===== src/bpoc_map.svh =====
`ifndef BPOC_MAP_SVH
`define BPOC_MAP_SVH

// Register offset (byte address) and layout
`define BPOC_OFF_PORT_OPT 12'h074
`define BPOC_OPT_RESET 12'hc6a
`define BPOC_OPT_RW_MASK 12'hffe
`define BPOC_OPT_W 12

// Field positions of port_option_control
`define BPOC_BIT_RSVD 0
`define BPOC_BIT_P_RD_ALIAS 1
`define BPOC_BIT_P_WR_ALIAS 2
`define BPOC_BIT_S_RD_ALIAS 3
`define BPOC_BIT_S_WR_ALIAS 4
`define BPOC_BIT_P_LM_ALIAS 5
`define BPOC_BIT_S_LM_ALIAS 6
`define BPOC_BIT_P_MWI_KEEP 7
`define BPOC_BIT_S_MWI_KEEP 8
`define BPOC_BIT_LONG_LOCK 9
`define BPOC_BIT_S_HOLD_REQ 10
`define BPOC_BIT_P_HOLD_REQ 11

// PCI memory command codes
`define BPOC_CMD_MEMR 4'h6
`define BPOC_CMD_MEMW 4'h7
`define BPOC_CMD_MEMRM 4'hc
`define BPOC_CMD_MEMRL 4'he
`define BPOC_CMD_MEMWI 4'hf

`endif


===== src/bpoc_pkg.sv =====
`default_nettype none
package bpoc_pkg;

    typedef enum logic [1:0] {
        HOLD_IDLE,
        HOLD_REQ,
        HOLD_OWN,
        HOLD_WAIT
    } bpoc_hold_state_type;

    typedef struct packed {
        bpoc_hold_state_type state;
        logic req;
    } bpoc_hold_st_type;

    typedef struct packed {
        logic valid;
        logic match;
    } bpoc_match_st_type;

    typedef struct packed {
        logic [11:0] opt;
        logic [31:0] rdata;
        logic slverr;
        logic p_dst_valid;
        logic [3:0] p_dst_cmd;
        logic s_dst_valid;
        logic [3:0] s_dst_cmd;
    } bpoc_top_st_type;

endpackage
`default_nettype wire


===== src/bpoc_retry_match.sv =====
`timescale 1ns/1ns
`default_nettype none
`include "bpoc_map.svh"

module bpoc_retry_match (
    // Clock and reset
    input wire logic pclk,
    input wire logic presetn,
    // Alias options
    input wire logic rd_alias,
    input wire logic wr_alias,
    input wire logic lm_alias,
    // Retry query
    input wire logic rty_valid,
    input wire logic [3:0] rty_cmd,
    input wire logic [3:0] queued_cmd,
    // Result, one cycle after the query
    output logic rty_done,
    output logic rty_match
);

    bpoc_pkg::bpoc_match_st_type st_q;
    bpoc_pkg::bpoc_match_st_type st_d;

    function automatic logic cmd_match(input logic [3:0] rty,
                                       input logic [3:0] q,
                                       input logic rd, input logic wr,
                                       input logic lm);
        logic rd_lm;
        logic hit;
        rd_lm = (rty == `BPOC_CMD_MEMRL) || (rty == `BPOC_CMD_MEMRM);
        hit = (rty == q);
        if (rd && rd_lm && q == `BPOC_CMD_MEMR) begin
            hit = 1'b1;
        end
        if (lm && rd_lm && (q == `BPOC_CMD_MEMRL || q == `BPOC_CMD_MEMRM)) begin
            hit = 1'b1;
        end
        if (wr && rty == `BPOC_CMD_MEMWI && q == `BPOC_CMD_MEMW) begin
            hit = 1'b1;
        end
        return hit;
    endfunction

    always_comb begin
        st_d.valid = rty_valid;
        st_d.match = rty_valid &&
            cmd_match(rty_cmd, queued_cmd, rd_alias, wr_alias, lm_alias);
    end

    always_ff @(posedge pclk or negedge presetn) begin
        if (!presetn) begin
            st_q <= '0;
        end else begin
            st_q <= st_d;
        end
    end

    assign rty_done = st_q.valid;
    assign rty_match = st_q.match;

    AST_RD_ALIAS: assert property (
        @(posedge pclk) disable iff (!presetn)
        rty_valid && rd_alias && queued_cmd == `BPOC_CMD_MEMR &&
        (rty_cmd == `BPOC_CMD_MEMRL || rty_cmd == `BPOC_CMD_MEMRM)
        |=> rty_done && rty_match)
        else $error("read alias retry did not match");

    AST_EXACT_ONLY: assert property (
        @(posedge pclk) disable iff (!presetn)
        rty_valid && !rd_alias && !wr_alias && !lm_alias &&
        rty_cmd != queued_cmd |=> rty_done && !rty_match)
        else $error("inexact command matched with aliasing off");

    AST_WR_ALIAS: assert property (
        @(posedge pclk) disable iff (!presetn)
        rty_valid && rty_cmd == `BPOC_CMD_MEMWI &&
        queued_cmd == `BPOC_CMD_MEMW |=> rty_match == $past(wr_alias))
        else $error("write alias match wrong");

endmodule
`default_nettype wire


===== src/bpoc_req_hold.sv =====
`timescale 1ns/1ns
`default_nettype none

module bpoc_req_hold (
    // Clock and reset
    input wire logic pclk,
    input wire logic presetn,
    // Option
    input wire logic hold_long,
    // Master status
    input wire logic pending,
    input wire logic frame_start,
    input wire logic target_term,
    input wire logic xfer_end,
    // Bus request pin, active low
    output logic req_n
);

    bpoc_pkg::bpoc_hold_st_type st_q;
    bpoc_pkg::bpoc_hold_st_type st_d;

    always_comb begin
        st_d = st_q;
        unique case (st_q.state)
            bpoc_pkg::HOLD_IDLE: begin
                if (pending) begin
                    st_d.state = bpoc_pkg::HOLD_REQ;
                end
            end
            bpoc_pkg::HOLD_REQ: begin
                if (frame_start) begin
                    // Short mode lets go of the request at FRAME#
                    st_d.state = hold_long ? bpoc_pkg::HOLD_OWN
                                           : bpoc_pkg::HOLD_WAIT;
                end else if (!pending) begin
                    st_d.state = bpoc_pkg::HOLD_IDLE;
                end
            end
            bpoc_pkg::HOLD_OWN: begin
                if (!pending || target_term) begin
                    st_d.state = bpoc_pkg::HOLD_WAIT;
                end
            end
            bpoc_pkg::HOLD_WAIT: begin
                if (xfer_end) begin
                    st_d.state = bpoc_pkg::HOLD_IDLE;
                end
            end
        endcase
        st_d.req = (st_d.state == bpoc_pkg::HOLD_REQ) ||
                   (st_d.state == bpoc_pkg::HOLD_OWN);
    end

    always_ff @(posedge pclk or negedge presetn) begin
        if (!presetn) begin
            st_q <= '0;
        end else begin
            st_q <= st_d;
        end
    end

    assign req_n = !st_q.req;

    AST_SHORT_DROP: assert property (
        @(posedge pclk) disable iff (!presetn)
        st_q.state == bpoc_pkg::HOLD_REQ && frame_start && !hold_long
        |=> req_n)
        else $error("request held after FRAME# in short mode");

    AST_LONG_KEEP: assert property (
        @(posedge pclk) disable iff (!presetn)
        st_q.state == bpoc_pkg::HOLD_REQ && frame_start && hold_long &&
        pending |=> !req_n ##1 (req_n || (pending && !target_term)))
        else $error("long request not held while work pending");

endmodule
`default_nettype wire


===== src/bpoc_top.sv =====
`timescale 1ns/1ns
`default_nettype none
`include "bpoc_map.svh"

////////////////////////////////////////////////////////////////////////////
// Operation
// - Bit 0 reserved, reads zero
// - Bit 1: primary line/multiple retry matches read
// - Bit 2: primary invalidate retry matches write
// - Bit 3: secondary line/multiple retry matches read
// - Bit 4: secondary invalidate retry matches write
// - Bit 5: primary line and multiple interchangeable
// - Bit 6: secondary line and multiple interchangeable
// - Bit 7 clear: primary invalidate becomes write
// - Bit 8 clear: secondary invalidate becomes write
// - Bit 9 enables long lock requests
// - Bit 10: secondary master holds request longer
// - Bit 11: primary master holds request longer
module bpoc_top #(
    parameter int ADDR_W = 12
) (
    // APB slave
    input wire logic pclk,
    input wire logic presetn,
    input wire logic psel,
    input wire logic penable,
    input wire logic pwrite,
    input wire logic [ADDR_W-1:0] paddr,
    input wire logic [31:0] pwdata,
    input wire logic [3:0] pstrb,
    output logic pready,
    output logic [31:0] prdata,
    output logic pslverr,
    // Primary retry matching
    input wire logic p_rty_valid,
    input wire logic [3:0] p_rty_cmd,
    input wire logic [3:0] p_queued_cmd,
    output logic p_rty_done,
    output logic p_rty_match,
    // Secondary retry matching
    input wire logic s_rty_valid,
    input wire logic [3:0] s_rty_cmd,
    input wire logic [3:0] s_queued_cmd,
    output logic s_rty_done,
    output logic s_rty_match,
    // Commands accepted on primary, issued on secondary
    input wire logic p_fwd_valid,
    input wire logic [3:0] p_fwd_cmd,
    output logic s_dst_valid,
    output logic [3:0] s_dst_cmd,
    // Commands accepted on secondary, issued on primary
    input wire logic s_fwd_valid,
    input wire logic [3:0] s_fwd_cmd,
    output logic p_dst_valid,
    output logic [3:0] p_dst_cmd,
    // Lock handling
    output logic long_lock_req_en,
    // Internal primary master
    input wire logic p_mst_pending,
    input wire logic p_mst_frame_start,
    input wire logic p_mst_target_term,
    input wire logic p_mst_xfer_end,
    output logic p_mst_req_n,
    // Internal secondary master
    input wire logic s_mst_pending,
    input wire logic s_mst_frame_start,
    input wire logic s_mst_target_term,
    input wire logic s_mst_xfer_end,
    output logic s_mst_req_n
);

    if (ADDR_W < 8 || ADDR_W > 32) begin : g_addr_chk
        $error("ADDR_W must lie between 8 and 32");
    end

    ////////////////////////////////////////////////////////////////////////
    // State

    bpoc_pkg::bpoc_top_st_type st_q;
    bpoc_pkg::bpoc_top_st_type st_d;
    logic hit;
    logic setup;
    logic wr_acc;
    logic [11:0] opt;

    // Invalidate is turned into plain write unless the keep bit is set
    function automatic logic [3:0] fwd_cmd(input logic [3:0] cmd,
                                           input logic keep);
        logic [3:0] res;
        res = cmd;
        if (cmd == `BPOC_CMD_MEMWI && !keep) begin
            res = `BPOC_CMD_MEMW;
        end
        return res;
    endfunction

    assign opt = st_q.opt;
    assign hit = (paddr == ADDR_W'(`BPOC_OFF_PORT_OPT));
    assign setup = psel && !penable;
    assign wr_acc = psel && penable && pwrite && hit;

    ////////////////////////////////////////////////////////////////////////
    // Register file and command forwarding

    always_comb begin
        st_d = st_q;
        // Read data and error are prepared in the setup cycle
        if (setup) begin
            st_d.rdata = (hit && !pwrite) ? {20'h0, opt} : 32'h0;
            st_d.slverr = !hit;
        end
        // Lane 0 carries bits 7:1, lane 1 bits 11:8; bit 0 stays zero
        if (wr_acc) begin
            if (pstrb[0]) begin
                st_d.opt[7:1] = pwdata[7:1];
            end
            if (pstrb[1]) begin
                st_d.opt[11:8] = pwdata[11:8];
            end
        end
        st_d.opt[`BPOC_BIT_RSVD] = 1'b0;
        st_d.s_dst_valid = p_fwd_valid;
        st_d.s_dst_cmd = fwd_cmd(p_fwd_cmd,
                                 opt[`BPOC_BIT_P_MWI_KEEP]);
        st_d.p_dst_valid = s_fwd_valid;
        st_d.p_dst_cmd = fwd_cmd(s_fwd_cmd,
                                 opt[`BPOC_BIT_S_MWI_KEEP]);
    end

    always_ff @(posedge pclk or negedge presetn) begin
        if (!presetn) begin
            st_q <= '0;
            st_q.opt <= `BPOC_OPT_RESET;
        end else begin
            st_q <= st_d;
        end
    end

    // Zero wait states: every access completes in its first access cycle
    assign pready = 1'b1;
    assign prdata = st_q.rdata;
    assign pslverr = st_q.slverr;
    assign s_dst_valid = st_q.s_dst_valid;
    assign s_dst_cmd = st_q.s_dst_cmd;
    assign p_dst_valid = st_q.p_dst_valid;
    assign p_dst_cmd = st_q.p_dst_cmd;
    assign long_lock_req_en = opt[`BPOC_BIT_LONG_LOCK];

    ////////////////////////////////////////////////////////////////////////
    // Retry matching per port

    bpoc_retry_match u_p_match (
        .pclk(pclk),
        .presetn(presetn),
        .rd_alias(opt[`BPOC_BIT_P_RD_ALIAS]),
        .wr_alias(opt[`BPOC_BIT_P_WR_ALIAS]),
        .lm_alias(opt[`BPOC_BIT_P_LM_ALIAS]),
        .rty_valid(p_rty_valid),
        .rty_cmd(p_rty_cmd),
        .queued_cmd(p_queued_cmd),
        .rty_done(p_rty_done),
        .rty_match(p_rty_match)
    );

    bpoc_retry_match u_s_match (
        .pclk(pclk),
        .presetn(presetn),
        .rd_alias(opt[`BPOC_BIT_S_RD_ALIAS]),
        .wr_alias(opt[`BPOC_BIT_S_WR_ALIAS]),
        .lm_alias(opt[`BPOC_BIT_S_LM_ALIAS]),
        .rty_valid(s_rty_valid),
        .rty_cmd(s_rty_cmd),
        .queued_cmd(s_queued_cmd),
        .rty_done(s_rty_done),
        .rty_match(s_rty_match)
    );

    ////////////////////////////////////////////////////////////////////////
    // Request holding of the internal masters

    bpoc_req_hold u_p_hold (
        .pclk(pclk),
        .presetn(presetn),
        .hold_long(opt[`BPOC_BIT_P_HOLD_REQ]),
        .pending(p_mst_pending),
        .frame_start(p_mst_frame_start),
        .target_term(p_mst_target_term),
        .xfer_end(p_mst_xfer_end),
        .req_n(p_mst_req_n)
    );

    bpoc_req_hold u_s_hold (
        .pclk(pclk),
        .presetn(presetn),
        .hold_long(opt[`BPOC_BIT_S_HOLD_REQ]),
        .pending(s_mst_pending),
        .frame_start(s_mst_frame_start),
        .target_term(s_mst_target_term),
        .xfer_end(s_mst_xfer_end),
        .req_n(s_mst_req_n)
    );

    ////////////////////////////////////////////////////////////////////////
    // Checks

    AST_RSVD_ZERO: assert property (
        @(posedge pclk) disable iff (!presetn)
        psel && penable && !pwrite && hit |-> prdata[0] == 1'b0 &&
        prdata[31:12] == 20'h0)
        else $error("reserved bits read nonzero");

    AST_READBACK: assert property (
        @(posedge pclk) disable iff (!presetn)
        wr_acc && pstrb[1:0] == 2'b11 ##1 psel && !penable && !pwrite && hit
        ##1 penable |-> prdata[11:1] == $past(pwdata[11:1], 2))
        else $error("written value not read back");

    AST_READ_DATA: assert property (
        @(posedge pclk) disable iff (!presetn)
        psel && penable && !pwrite && hit |-> prdata[11:0] == opt)
        else $error("read data differs from register");

    AST_WR_APPLY: assert property (
        @(posedge pclk) disable iff (!presetn)
        wr_acc && pstrb[0] && !pwdata[`BPOC_BIT_P_RD_ALIAS] |=>
        !opt[`BPOC_BIT_P_RD_ALIAS] && !u_p_match.rd_alias)
        else $error("write did not take effect at completion");

    AST_LANE0_WRITE: assert property (
        @(posedge pclk) disable iff (!presetn)
        wr_acc && pstrb[0] |=> opt[7:1] == $past(pwdata[7:1]))
        else $error("lane 0 write not stored");

    AST_LANE0_KEEP: assert property (
        @(posedge pclk) disable iff (!presetn)
        wr_acc && !pstrb[0] |=> opt[7:0] == $past(opt[7:0]))
        else $error("lane 0 changed without its strobe");

    AST_LANE1_KEEP: assert property (
        @(posedge pclk) disable iff (!presetn)
        wr_acc && !pstrb[1] |=> opt[11:8] == $past(opt[11:8]))
        else $error("lane 1 changed without its strobe");

    AST_UNMAPPED: assert property (
        @(posedge pclk) disable iff (!presetn)
        psel && penable && !hit |-> pslverr && prdata == 32'h0)
        else $error("unmapped access not refused");

    AST_P_MWI: assert property (
        @(posedge pclk) disable iff (!presetn)
        p_fwd_valid && p_fwd_cmd == `BPOC_CMD_MEMWI |=> s_dst_valid &&
        s_dst_cmd == ($past(opt[`BPOC_BIT_P_MWI_KEEP]) ? `BPOC_CMD_MEMWI
                                                        : `BPOC_CMD_MEMW))
        else $error("primary invalidate forwarded wrongly");

    AST_P_FWD_PASS: assert property (
        @(posedge pclk) disable iff (!presetn)
        p_fwd_valid && p_fwd_cmd != `BPOC_CMD_MEMWI |=> s_dst_valid &&
        s_dst_cmd == $past(p_fwd_cmd))
        else $error("primary command altered in forwarding");

    AST_DST_IDLE: assert property (
        @(posedge pclk) disable iff (!presetn)
        !p_fwd_valid |=> !s_dst_valid)
        else $error("secondary issue without accepted command");

    AST_S_MWI: assert property (
        @(posedge pclk) disable iff (!presetn)
        s_fwd_valid && s_fwd_cmd == `BPOC_CMD_MEMWI &&
        !opt[`BPOC_BIT_S_MWI_KEEP] |=> p_dst_valid &&
        p_dst_cmd == `BPOC_CMD_MEMW)
        else $error("secondary invalidate not converted");

    AST_S_MWI_KEEP: assert property (
        @(posedge pclk) disable iff (!presetn)
        s_fwd_valid && s_fwd_cmd == `BPOC_CMD_MEMWI &&
        opt[`BPOC_BIT_S_MWI_KEEP] |=> p_dst_valid && p_dst_cmd == 4'hf)
        else $error("secondary invalidate converted while kept");

    AST_S_FWD_PASS: assert property (
        @(posedge pclk) disable iff (!presetn)
        s_fwd_valid && s_fwd_cmd != `BPOC_CMD_MEMWI |=> p_dst_valid &&
        p_dst_cmd == $past(s_fwd_cmd))
        else $error("secondary command altered in forwarding");

    AST_DST_IDLE_S: assert property (
        @(posedge pclk) disable iff (!presetn)
        !s_fwd_valid |=> !p_dst_valid)
        else $error("primary issue without accepted command");

    AST_LOCK: assert property (
        @(posedge pclk) disable iff (!presetn)
        wr_acc && pstrb[1] |=> long_lock_req_en ==
        $past(pwdata[`BPOC_BIT_LONG_LOCK]))
        else $error("long lock enable not following write");

    AST_NO_WR_KEEP: assert property (
        @(posedge pclk) disable iff (!presetn)
        !wr_acc |=> opt == $past(opt))
        else $error("option register changed without write");

endmodule
`default_nettype wire


===== config.mk =====
export PLATFORM = sky130hd
export DESIGN_NAME = bpoc_top
export DESIGN_NICKNAME = d
export VERILOG_FILES = /design/src/bpoc_pkg.sv /design/src/bpoc_retry_match.sv /design/src/bpoc_req_hold.sv /design/src/bpoc_top.sv
export VERILOG_INCLUDE_DIRS = /design/src
export SDC_FILE = /design/constraint.sdc
export NUM_CORES = 1
export LEC_CHECK = 0
export ABC_AREA = 1
export BUFFER_PORTS_ARGS = -buffer_cell sky130_fd_sc_hd__buf_2
export CAP_MARGIN = 25
export CORE_UTILIZATION = 40
export CTS_CLUSTER_DIAMETER = 30
export DETAILED_ROUTE_END_ITERATION = 6
export GPL_TIMING_DRIVEN = 0
export PLACE_DENSITY = 0.74
export SLEW_MARGIN = 20
export SYNTH_ARGS = -nofsm -noshare
export SYNTH_HDL_FRONTEND = slang
export SYNTH_SLANG_ARGS = --single-unit

===== constraint.sdc =====
create_clock -name pclk -period 1.6 [get_ports pclk]
set_input_delay 0.24 -clock pclk [delete_from_list [all_inputs] [get_ports pclk]]
set_output_delay 0.24 -clock pclk [all_outputs]
set_load 0.02 [all_outputs]

==> results.sh, run 1 <==
export IMPL_grt_ovfl_total=0
export IMPL_die_h_um=77.6
export IMPL_clkSinkCount=43
export IMPL_grt_antenna_before_repair=0
export IMPL_rows=27
export IMPL_worstSetupStartpointType="flip-flop"
export IMPL_fin_crit_ps=1120
export IMPL_rsz0062_at_grt="no"
export IMPL_synth_edff_count=0
export IMPL_root_buffer="clkbuf_8"
export IMPL_leakage_uw=0.00176
export IMPL_area_delta_synth_final_pct=33.0
export IMPL_gp_congestion=0.702
export IMPL_slowest_stage="dfrtp_1"
export IMPL_ys_async_sr_fraction_pct=100
export IMPL_syn_inst=298
export IMPL_max_stage_delay_ps=410
export IMPL_io_buffers=93
export IMPL_post_cts_repair_setup_buffers=0
export IMPL_dp_cells=483
export IMPL_drcViolationCount=0
export IMPL_initial_core_util_pct=41.5
export IMPL_core_um2=5510
export IMPL_design_area_um2=3040
export IMPL_n_antenna_cell=0
export IMPL_grt_max_degree=44
export IMPL_cts_htree_levels=2
export IMPL_dr_pass1_iters=4
export IMPL_synth_cell_types=22
export IMPL_die_area_um2=6020
export IMPL_cts_buffer_depth=2
export IMPL_path_buf_inv=1
export IMPL_first_global_vias=1927
export IMPL_worst_hold_slack_ps=42.1
export IMPL_place_area_um2=2920
export IMPL_die_w_um=77.6
export IMPL_syn_avg_cell_area_um2=7.67
export IMPL_yosysSeqAreaShare_pct=47.4
export IMPL_cp_data_required_time_ps=1360
export IMPL_clk_latency_ps=310
export IMPL_crit_type="reg -> out"
export IMPL_final_cell_mix="nand2_1 (96), buf_2 (95), dfrtp_1 (37), inv_1 (36), nor2_1 (31)"
export IMPL_ioPinCount=140
export IMPL_drive_gt1_share_pct=35.6
export IMPL_netlist_area_um2=2290
export IMPL_drv_cap=0
export IMPL_grt_pass1_wl_mm=8.18
export IMPL_hold_viol=0
export IMPL_stdcell_count=493
export IMPL_clock_skew_ps=5.90
export IMPL_grt_usage_pct=17.5
export IMPL_ir_worst_vdd_v=0.000579
export IMPL_routedWlPerCell_um=9.88
export IMPL_final_common_cell="nand2_1"
export IMPL_critPathTopFamily="flip-flops"
export IMPL_status="finished, final reports clean"
export IMPL_end_kind="output port"
export IMPL_routed_wl_mm=4.87
export IMPL_cts_reportedPaths_clkPinSlew_ps=90
export IMPL_hp_class="in -> reg"
export IMPL_vias=2086
export IMPL_ant_nets=0
export IMPL_yosys_warnings=0
export IMPL_postCtsResizedCells=0
export IMPL_synthFlopType="dfrtp_1"
export IMPL_setup_violations=0
export IMPL_nNetsFinal=509
export IMPL_setup_tns_ps=0
export IMPL_ys_seq_elements=43
export IMPL_cts_tree="yes"
export IMPL_cp_cell_sequence="buf_2"
export IMPL_cp_arrival_ps=880
export IMPL_finalCritPeriodShare_pct=70.2
export IMPL_timing_fmax_ghz=0.891
export IMPL_finalPower_uw=2590
export IMPL_hold_buffers=0
export IMPL_vias_per_cell=4.23
export IMPL_slew_viol_final=0
export IMPL_first_iter_violations=45
export IMPL_power_density_nw_per_um2=853
export IMPL_numCtsBuffers=5
export IMPL_hpwl_mm=3.79
export IMPL_critPathMaxFanout=3
==> area by class of cell <==
class                           count  area [um2]
Tap cell                           72        90.1
Buffer                             34         224
Fill cell                         505        2470
Clock inverter                      3        23.8
Multi-Input combinational cell    202         907
Inverter                           39         146
Timing Repair Buffer               95         495
Sequential cell                    43        1080
Clock buffer                        5        68.8
==> Yosys cell counts (all sizes together), types with 2 or more instances <==
cell type  count  area, um2
o21a           3       22.5
dfstp          6        158
dfrtp         37        926
inv           39        146
nor2          33        139
buf           26        194
nand4         15       93.8
nand2         98        373
clkbuf         8       30.0
nor3           2       10.0
conb           2       7.51
nand3         13       65.1
o21ai         13       98.9
==> report_power, final <==
| group | internal, uW | total [uW] | switching [uW] |
|---|---|---|---|
| Clock | 312 | 710 | 398 |
| Combinational | 257 | 643 | 386 |
| Sequential | 1180 | 1240 | 54.6 |
| Total | 1750 | 2590 | 839 |
==> kinds of logic (layout without fill, tap and decap cells) <==
family	Yosys count	after routing	share of synthesized area, %
DFF	43	43	47.4
AOI/OAI and AO/OA	19	19	6.29
other	2	22	0.329
buffers and inverters	73	176	16.2
and+or+nand+nor	161	161	29.8
==> path summary, 6_finish.rpt <==
path / startpoint / endpoint / cells after the start / slack (ps)
max in group asynchronous: presetn / opt[1] / 3 / 670
worst min register to register: opt[1] / opt[1] / 2 / 480
worst max register to register: u_p_hold.st_q[1] / u_p_hold.st_q[0] / 5 / 560
worst max-delay path: opt[9] / long_lock_req_en / 1 / 480
min in group asynchronous: presetn / p_dst_cmd[3] / 2 / 380
worst min-delay path: s_fwd_valid / p_dst_valid / 1 / 40
==> registers in the layout (all words and copies together), names as in the netlist <==
signal               count
u_p_match.rty_match      1
s_dst_cmd                4
u_s_match.rty_done       1
u_s_hold.st_q            3
u_s_match.rty_match      1
pslverr                  1
opt                     11
p_dst_valid              1
u_p_match.rty_done       1
u_p_hold.st_q            3
s_dst_valid              1
prdata                  11
p_dst_cmd                4
==> per-layer routing <==
layer	global-route usage, %	part of all wire (%)	vias up
met4	5.66	1.6	0
li1	-	-	1110
met1	20.3	43	890
met2	30.9	49	78
met5	0	0	-
met3	5.18	7.1	8
==> stage by stage <==
stage / setup WS [ps] / util [%]
global route: 432 / 55.2
CTS: 468 / 54.6
global placement: 290 / 53.0
floorplan: 581 / -
detailed placement: 257 / 53.0
finish: 477 / 55.2
Power figures use the tool's default switching activity.
==> run 2: changes to the inputs <==
--- a/config.mk
+++ b/config.mk
@@ -6,14 +6,14 @@
 export SDC_FILE = /design/constraint.sdc
 export NUM_CORES = 1
 export LEC_CHECK = 0
-export ABC_AREA = 1
+export ABC_AREA = 0
 export BUFFER_PORTS_ARGS = -buffer_cell sky130_fd_sc_hd__buf_2
 export CAP_MARGIN = 25
 export CORE_UTILIZATION = 40
 export CTS_CLUSTER_DIAMETER = 30
 export DETAILED_ROUTE_END_ITERATION = 6
 export GPL_TIMING_DRIVEN = 0
-export PLACE_DENSITY = 0.74
+export PLACE_DENSITY = 0.77
 export SLEW_MARGIN = 20
 export SYNTH_ARGS = -nofsm -noshare
 export SYNTH_HDL_FRONTEND = slang
==> constraint.sdc (replaced) <==
create_clock -name pclk -period 1.2 [get_ports pclk]
set_input_delay 0.18 -clock pclk [delete_from_list [all_inputs] [get_ports pclk]]
set_output_delay 0.18 -clock pclk [all_outputs]
set_load 0.02 [all_outputs]
==> results.sh, run 2 <==
export IMPL_status="finished with violations"
export IMPL_violations="negative setup slack"
export IMPL_first_iter_violations=44
export IMPL_synth_top_area_share_pct=46.7
export IMPL_post_place_ws_ps=-524
export IMPL_numCtsBuffers=5
export IMPL_clock_skew_ps=2.03
export IMPL_synth_cell_types=32
export IMPL_multi_input_comb_area_um2=796
export IMPL_final_util_pct=60.0
export IMPL_drcViolationCount=0
export IMPL_setup_ws_ps=-222
export IMPL_grt_max_degree=44
export IMPL_cts_htree_levels=2
export IMPL_hpwl_mm=3.30
export IMPL_netlist_area_um2=1980
export IMPL_max_stage_delay_ps=560
export IMPL_core_um2=4750
export IMPL_leakage_uw=0.00152
export IMPL_synth_edff_count=0
export IMPL_area_delta_synth_final_pct=43.9
export IMPL_startpoint="paddr[1]"
export IMPL_root_buffer="clkbuf_8"
export IMPL_ioPinCount=140
export IMPL_vias=1689
export IMPL_synth_area_top_cells="dfrtp_1 (47%), buf_4 (8.3%), dfstp_2 (8.0%)"
export IMPL_cp_arrival_ps=1600
export IMPL_ir_worst_vdd_v=0.000641
export IMPL_worst_hold_slack_ps=7.18
export IMPL_syn_inst=176
export IMPL_rows=25
export IMPL_routedWlPerCell_um=11.8
export IMPL_vias_per_cell=4.55
export IMPL_hp_class="in -> reg"
export IMPL_design_area_um2=2850
export IMPL_drive_gt1_share_pct=50.0
export IMPL_slew_viol_final=0
export IMPL_hold_viol=0
export IMPL_gp_congestion=0.816
export IMPL_rr_worst_depth=4
export IMPL_finalPower_uw=3480
export IMPL_yosysTopAreaCell="dfrtp_1"
export IMPL_die_area_um2=5240
export IMPL_syn_avg_cell_area_um2=11.3
export IMPL_yosys_warnings=0
export IMPL_drv_cap=0
export IMPL_power_density_nw_per_um2=1220
export IMPL_first_global_vias=1471
export IMPL_place_area_um2=2610
export IMPL_grt_antenna_before_repair=0
export IMPL_initial_core_util_pct=41.7
export IMPL_crit_type="in -> reg"
export IMPL_cp_data_required_time_ps=1380
export IMPL_critPathMaxFanout=7
export IMPL_crit_reg2reg_capture="u_s_match.rty_match"
export IMPL_grt_util_met1_pct=21.2
export IMPL_end_kind="flip-flop"
export IMPL_clkSinkCount=43
export IMPL_synthFlopType="dfrtp_1"
export IMPL_path_buf_inv=1
export IMPL_n_antenna_cell=0
export IMPL_worstSetupStartpointType="primary input"
export IMPL_slowest_stage="or4b_4"
export IMPL_cts_tree="yes"
export IMPL_ys_seq_elements=43
export IMPL_finalCritPeriodShare_pct=118
export IMPL_routed_wl_mm=4.38
export IMPL_grt_util_met3_pct=4.86
export IMPL_final_cell_mix="buf_2 (93), dfrtp_1 (37), buf_4 (25), conb_1 (22), nand2_1 (13)"
export IMPL_grt_busiest_layer="met2"
export IMPL_fin_crit_ps=1420
export IMPL_critPathTopFamily="simple AND/OR/NAND/NOR gates"
export IMPL_use_met2_pct=28.5
export IMPL_nNetsFinal=392
export IMPL_reg2reg_slack_ps=110
export IMPL_final_common_cell="buf_2"
export IMPL_nFillCells=421
export IMPL_cp_depth=5
export IMPL_cts_reportedPaths_clkPinSlew_ps=70
export IMPL_crit_path_end="opt[4]"
export IMPL_die_h_um=72.4
export IMPL_timing_fmax_ghz=0.703
export IMPL_grt_usage_pct=16.9
export IMPL_yosys_top_cells_count="dfrtp_1 (37), buf_4 (22), nand2_1 (13)"
export IMPL_die_w_um=72.4
export IMPL_ys_async_sr_fraction_pct=100
export IMPL_yosysSeqAreaShare_pct=54.7
export IMPL_setup_violations=22
export IMPL_grt_pass1_wl_mm=6.67
export IMPL_clk_latency_ps=290
export IMPL_synth_most_common_cell="dfrtp_1"
export IMPL_io_buffers=94
export IMPL_cts_buffer_depth=2
export IMPL_register_area_um2=1080
export IMPL_r2r_start="opt[3]"
export IMPL_cp_cell_sequence="buf_6 > or4b_4 > and4b_2 > nand2_4 > mux2_2"
export IMPL_ant_nets=0
export IMPL_grt_ovfl_total=0
export IMPL_holdPathStages=1
export IMPL_dr_pass1_iters=4
export IMPL_rsz0062_at_grt="yes"
run 2: changes by cell type after synthesis, moves of 4 or more:
cell | before | now
nand4_1 | 15 | 2
a22o_1 | 0 | 11
o21ai_0 | 4 | 8
a21oi_1 | 0 | 7
mux2_2 | 0 | 11
xnor2_1 | 0 | 6
inv_1 | 36 | 3
o21ai_2 | 9 | 0
nand2_1 | 96 | 13
nand3_1 | 13 | 3
nor2_1 | 31 | 5
o31a_1 | 0 | 4
run 2: logic make-up (layout without fill, tap and decap cells):
logic type | Yosys count | count (layout) | share of synthesized area, %
flip-flops | 43 | 43 | 54.7
AO/OA/AOI/OAI | 34 | 34 | 11.9
other | 2 | 22 | 0.379
AND/OR/NAND/NOR | 46 | 46 | 13.5
multiplexers | 11 | 11 | 6.25
buffers and inverters | 34 | 142 | 10.7
XOR/XNOR | 6 | 6 | 2.65
run 2: worst register-to-register path: cells and delay by family (launching register included):
kind,cells,cell delay (ps)
AOI/OAI and AO/OA,2,260
DFF,1,540
and+or+nand+nor,2,220
run 2: worst min-delay path by stage:
stage | from | end | slack [ps]
6_report | s_rty_valid | u_s_match.rty_done | 7
5_1_grt | p_rty_valid | u_p_match.rty_done | 0.4
4_1_cts | s_rty_valid | u_s_match.rty_done | 0.9
3_5_place_dp | p_fwd_valid | s_dst_valid | 290
3_3_place_gp | s_fwd_valid | p_dst_valid | 290
2_1_floorplan | presetn | opt[2] | -120
run 2: final cells by class:
| cell class | instances | area share [%] |
|---|---|---|
| sequential | 43 | 38.0 |
| multi-input combinational | 119 | 27.9 |
| timing repair buffer | 101 | 19.7 |
| buffer | 30 | 6.98 |
| tap | 67 | 2.94 |
| clock buffer | 6 | 2.90 |
| clock inverter | 2 | 1.23 |
| inverter | 3 | 0.395 |
run 2: power by group:
group / switching [uW] / total [uW] / internal (uW)
sequential: 115 / 1680 / 1560
combinational: 352 / 665 / 313
clock: 465 / 1140 / 673
total: 932 / 3480 / 2550
run 2: metrics by stage:
step	std cells	setup TNS [ps]
after floorplan	196	-5550
after global placement	357	-10520
after detailed placement	357	-10430
after CTS	370	-3770
after global routing	371	-4600
final	371	-4050
run 2: timing repair:
| item | CTS | global route |
|---|---|---|
| endpoints found under the hold margin | 2 | 19 |
| resized for setup | 9 | 2 |
| cloned | 1 | 0 |
| buffers inserted | 2 | 0 |
| pin swaps | 1 | 2 |
| hold buffers | 2 | 1 |
| setup endpoints to repair | 21 | 23 |
run 2: per-layer routing:
metal  up-vias  wire length, um
li1        832                -
met1       781             1880
met2        70             2150
met3         6              305
met4         0               40
met5         -                0
==> run 3: changes to the inputs <==
--- a/config.mk
+++ b/config.mk
@@ -14,6 +14,7 @@
 export DETAILED_ROUTE_END_ITERATION = 6
 export GPL_TIMING_DRIVEN = 0
 export PLACE_DENSITY = 0.77
+export SETUP_SLACK_MARGIN = 0.1
 export SLEW_MARGIN = 20
 export SYNTH_ARGS = -nofsm -noshare
 export SYNTH_HDL_FRONTEND = slang
==> constraint.sdc (replaced) <==
create_clock -name pclk -period 1.2 [get_ports pclk]
set_input_delay 0.24 -clock pclk [delete_from_list [all_inputs] [get_ports pclk]]
set_output_delay 0.24 -clock pclk [all_outputs]
set_load 0.02 [all_outputs]
==> results.sh, run 3 (synthesis gave the netlist of run 2 again) <==
export IMPL_die_h_um=72.4
export IMPL_ioPinCount=140
export IMPL_vias=1685
export IMPL_drv_cap=0
export IMPL_register_area_um2=1080
export IMPL_final_cell_mix="buf_2 (79), buf_4 (39), dfrtp_1 (37), conb_1 (22), buf_6 (14)"
export IMPL_hp_class="in -> async"
export IMPL_routed_top_layer="met4"
export IMPL_vias_per_cell=4.43
export IMPL_worst_hold_slack_ps=-86.7
export IMPL_ir_worst_vdd_v=0.000815
export IMPL_slew_viol_final=0
export IMPL_grt_max_degree=44
export IMPL_wl_met3_um=319
export IMPL_cp_cell_sequence="buf_6 > or4b_4 > and4b_2 > nand2_2 > mux2_2"
export IMPL_timing_fmax_ghz=0.685
export IMPL_hold_viol=20
export IMPL_grt_usage_pct=17.1
export IMPL_rsz0062_at_grt="yes"
export IMPL_cts_reportedPaths_clkPinSlew_ps=80
export IMPL_gp_congestion=0.824
export IMPL_routed_wl_met2_mm=2.18
export IMPL_worst_pin_slew_ps=507
export IMPL_grt_ovfl_total=0
export IMPL_nNetsFinal=401
export IMPL_core_um2=4750
export IMPL_cts_tree="yes"
export IMPL_initial_core_util_pct=41.7
export IMPL_hold_buffers=0
export IMPL_fin_crit_ps=1460
export IMPL_root_buffer="clkbuf_8"
export IMPL_crit_type="in -> reg"
export IMPL_power_density_nw_per_um2=1190
export IMPL_routed_wl_mm=4.38
export IMPL_setup_tns_ps=-4950
export IMPL_first_global_vias=1509
export IMPL_violations="negative hold slack, negative setup slack"
export IMPL_area_delta_synth_final_pct=50.7
export IMPL_critPathMaxFanout=4
export IMPL_max_stage_delay_ps=560
export IMPL_hpwl_mm=3.33
export IMPL_end_kind="flip-flop"
export IMPL_grt_antenna_before_repair=0
export IMPL_ant_nets=0
export IMPL_slew_headroom_pct=66.2
export IMPL_cts_htree_levels=2
export IMPL_status="finished with violations"
export IMPL_multi_input_comb_area_um2=790
export IMPL_rows=25
export IMPL_numCtsBuffers=5
export IMPL_cts_buffer_depth=2
export IMPL_first_iter_violations=29
export IMPL_drive_gt1_share_pct=53.0
export IMPL_setup_ws_ps=-260
export IMPL_nFillCells=438
export IMPL_leakage_uw=0.00157
export IMPL_drcViolationCount=0
export IMPL_grt_pass1_wl_mm=6.75
export IMPL_clk_latency_ps=290
export IMPL_clock_skew_ps=6.07
export IMPL_worstSetupStartpointType="primary input"
export IMPL_dr_pass1_iters=4
export IMPL_routedWlPerCell_um=11.5
export IMPL_clkSinkCount=43
export IMPL_die_w_um=72.4
export IMPL_io_buffers=94
export IMPL_n_antenna_cell=0
export IMPL_die_area_um2=5240
export IMPL_cp_arrival_ps=1640
export IMPL_final_common_cell="buf_2"
export IMPL_finalCritPeriodShare_pct=122
export IMPL_slowest_stage="or4b_4"
export IMPL_m1WireLength_mm=1.82
export IMPL_setup_violations=22
export IMPL_cp_data_required_time_ps=1380
-- run 3: final timing paths --
kind,slack (ps),endpoint,depth (start not counted),startpoint
worst min register to register,520,pslverr,2,pslverr
worst max-delay path,-260,opt[8],5,paddr[1]
worst max register to register,150,u_s_match.rty_match,4,opt[3]
min in group pclk,60,s_dst_valid,1,p_fwd_valid
max in group asynchronous,730,opt[10],2,presetn
worst min-delay path,-90,pslverr,1,presetn
-- run 3: timing repair --
action	4_1_cts	5_1_grt
gates resized for setup	13	30
endpoints found under the setup margin	27	42
endpoints found under the hold margin	0	20
pin swaps	1	9
gates cloned	1	0
buffers inserted	3	10
-- run 3: cell type report --
type | count | area share, %
multi-input cells | 119 | 26.4
clock buffers | 6 | 2.76
plain buffers | 31 | 7.08
flip-flops and latches | 43 | 36.3
repair buffers | 109 | 23.1
clock inverters | 2 | 1.17
well taps | 67 | 2.81
inverters | 3 | 0.377
-- run 3: power by group --
part / switching (uW) / total, uW / leakage [uW] / internal (uW)
clock: 456 / 1130 / 0.0000612 / 673
sequential: 89.5 / 1650 / 0.000536 / 1560
combinational: 396 / 762 / 0.000977 / 366
-- run 3: layer usage --
| layer | up-vias | global-route usage (%) |
|---|---|---|
| li1 | 847 | - |
| met2 | 70 | 29.0 |
| met1 | 759 | 20.6 |
| met4 | 0 | 5.66 |
| met3 | 9 | 5.42 |
| met5 | - | 0 |
-- run 3: critical path, delay by kind of cell --
kind	cells	cell delay (ps)
multiplexers	1	280
buffers and inverters	1	90
AND/OR/NAND/NOR	3	1030
-- run 3: stage by stage --
| step | util (%) | cell area (um2) | setup slack, ps | total power, uW | instances |
|---|---|---|---|---|---|
| 2_1_floorplan | - | 2060 | -367 | 2090 | 196 |
| 3_3_place_gp | 54.9 | 2610 | -568 | 2330 | 357 |
| 3_5_place_dp | 54.9 | 2610 | -594 | 2350 | 357 |
| 4_1_cts | 58.9 | 2800 | -260 | 3520 | 369 |
| 5_1_grt | 62.8 | 2990 | -283 | 3760 | 380 |
| 6_report | 62.8 | 2990 | -260 | 3540 | 380 |
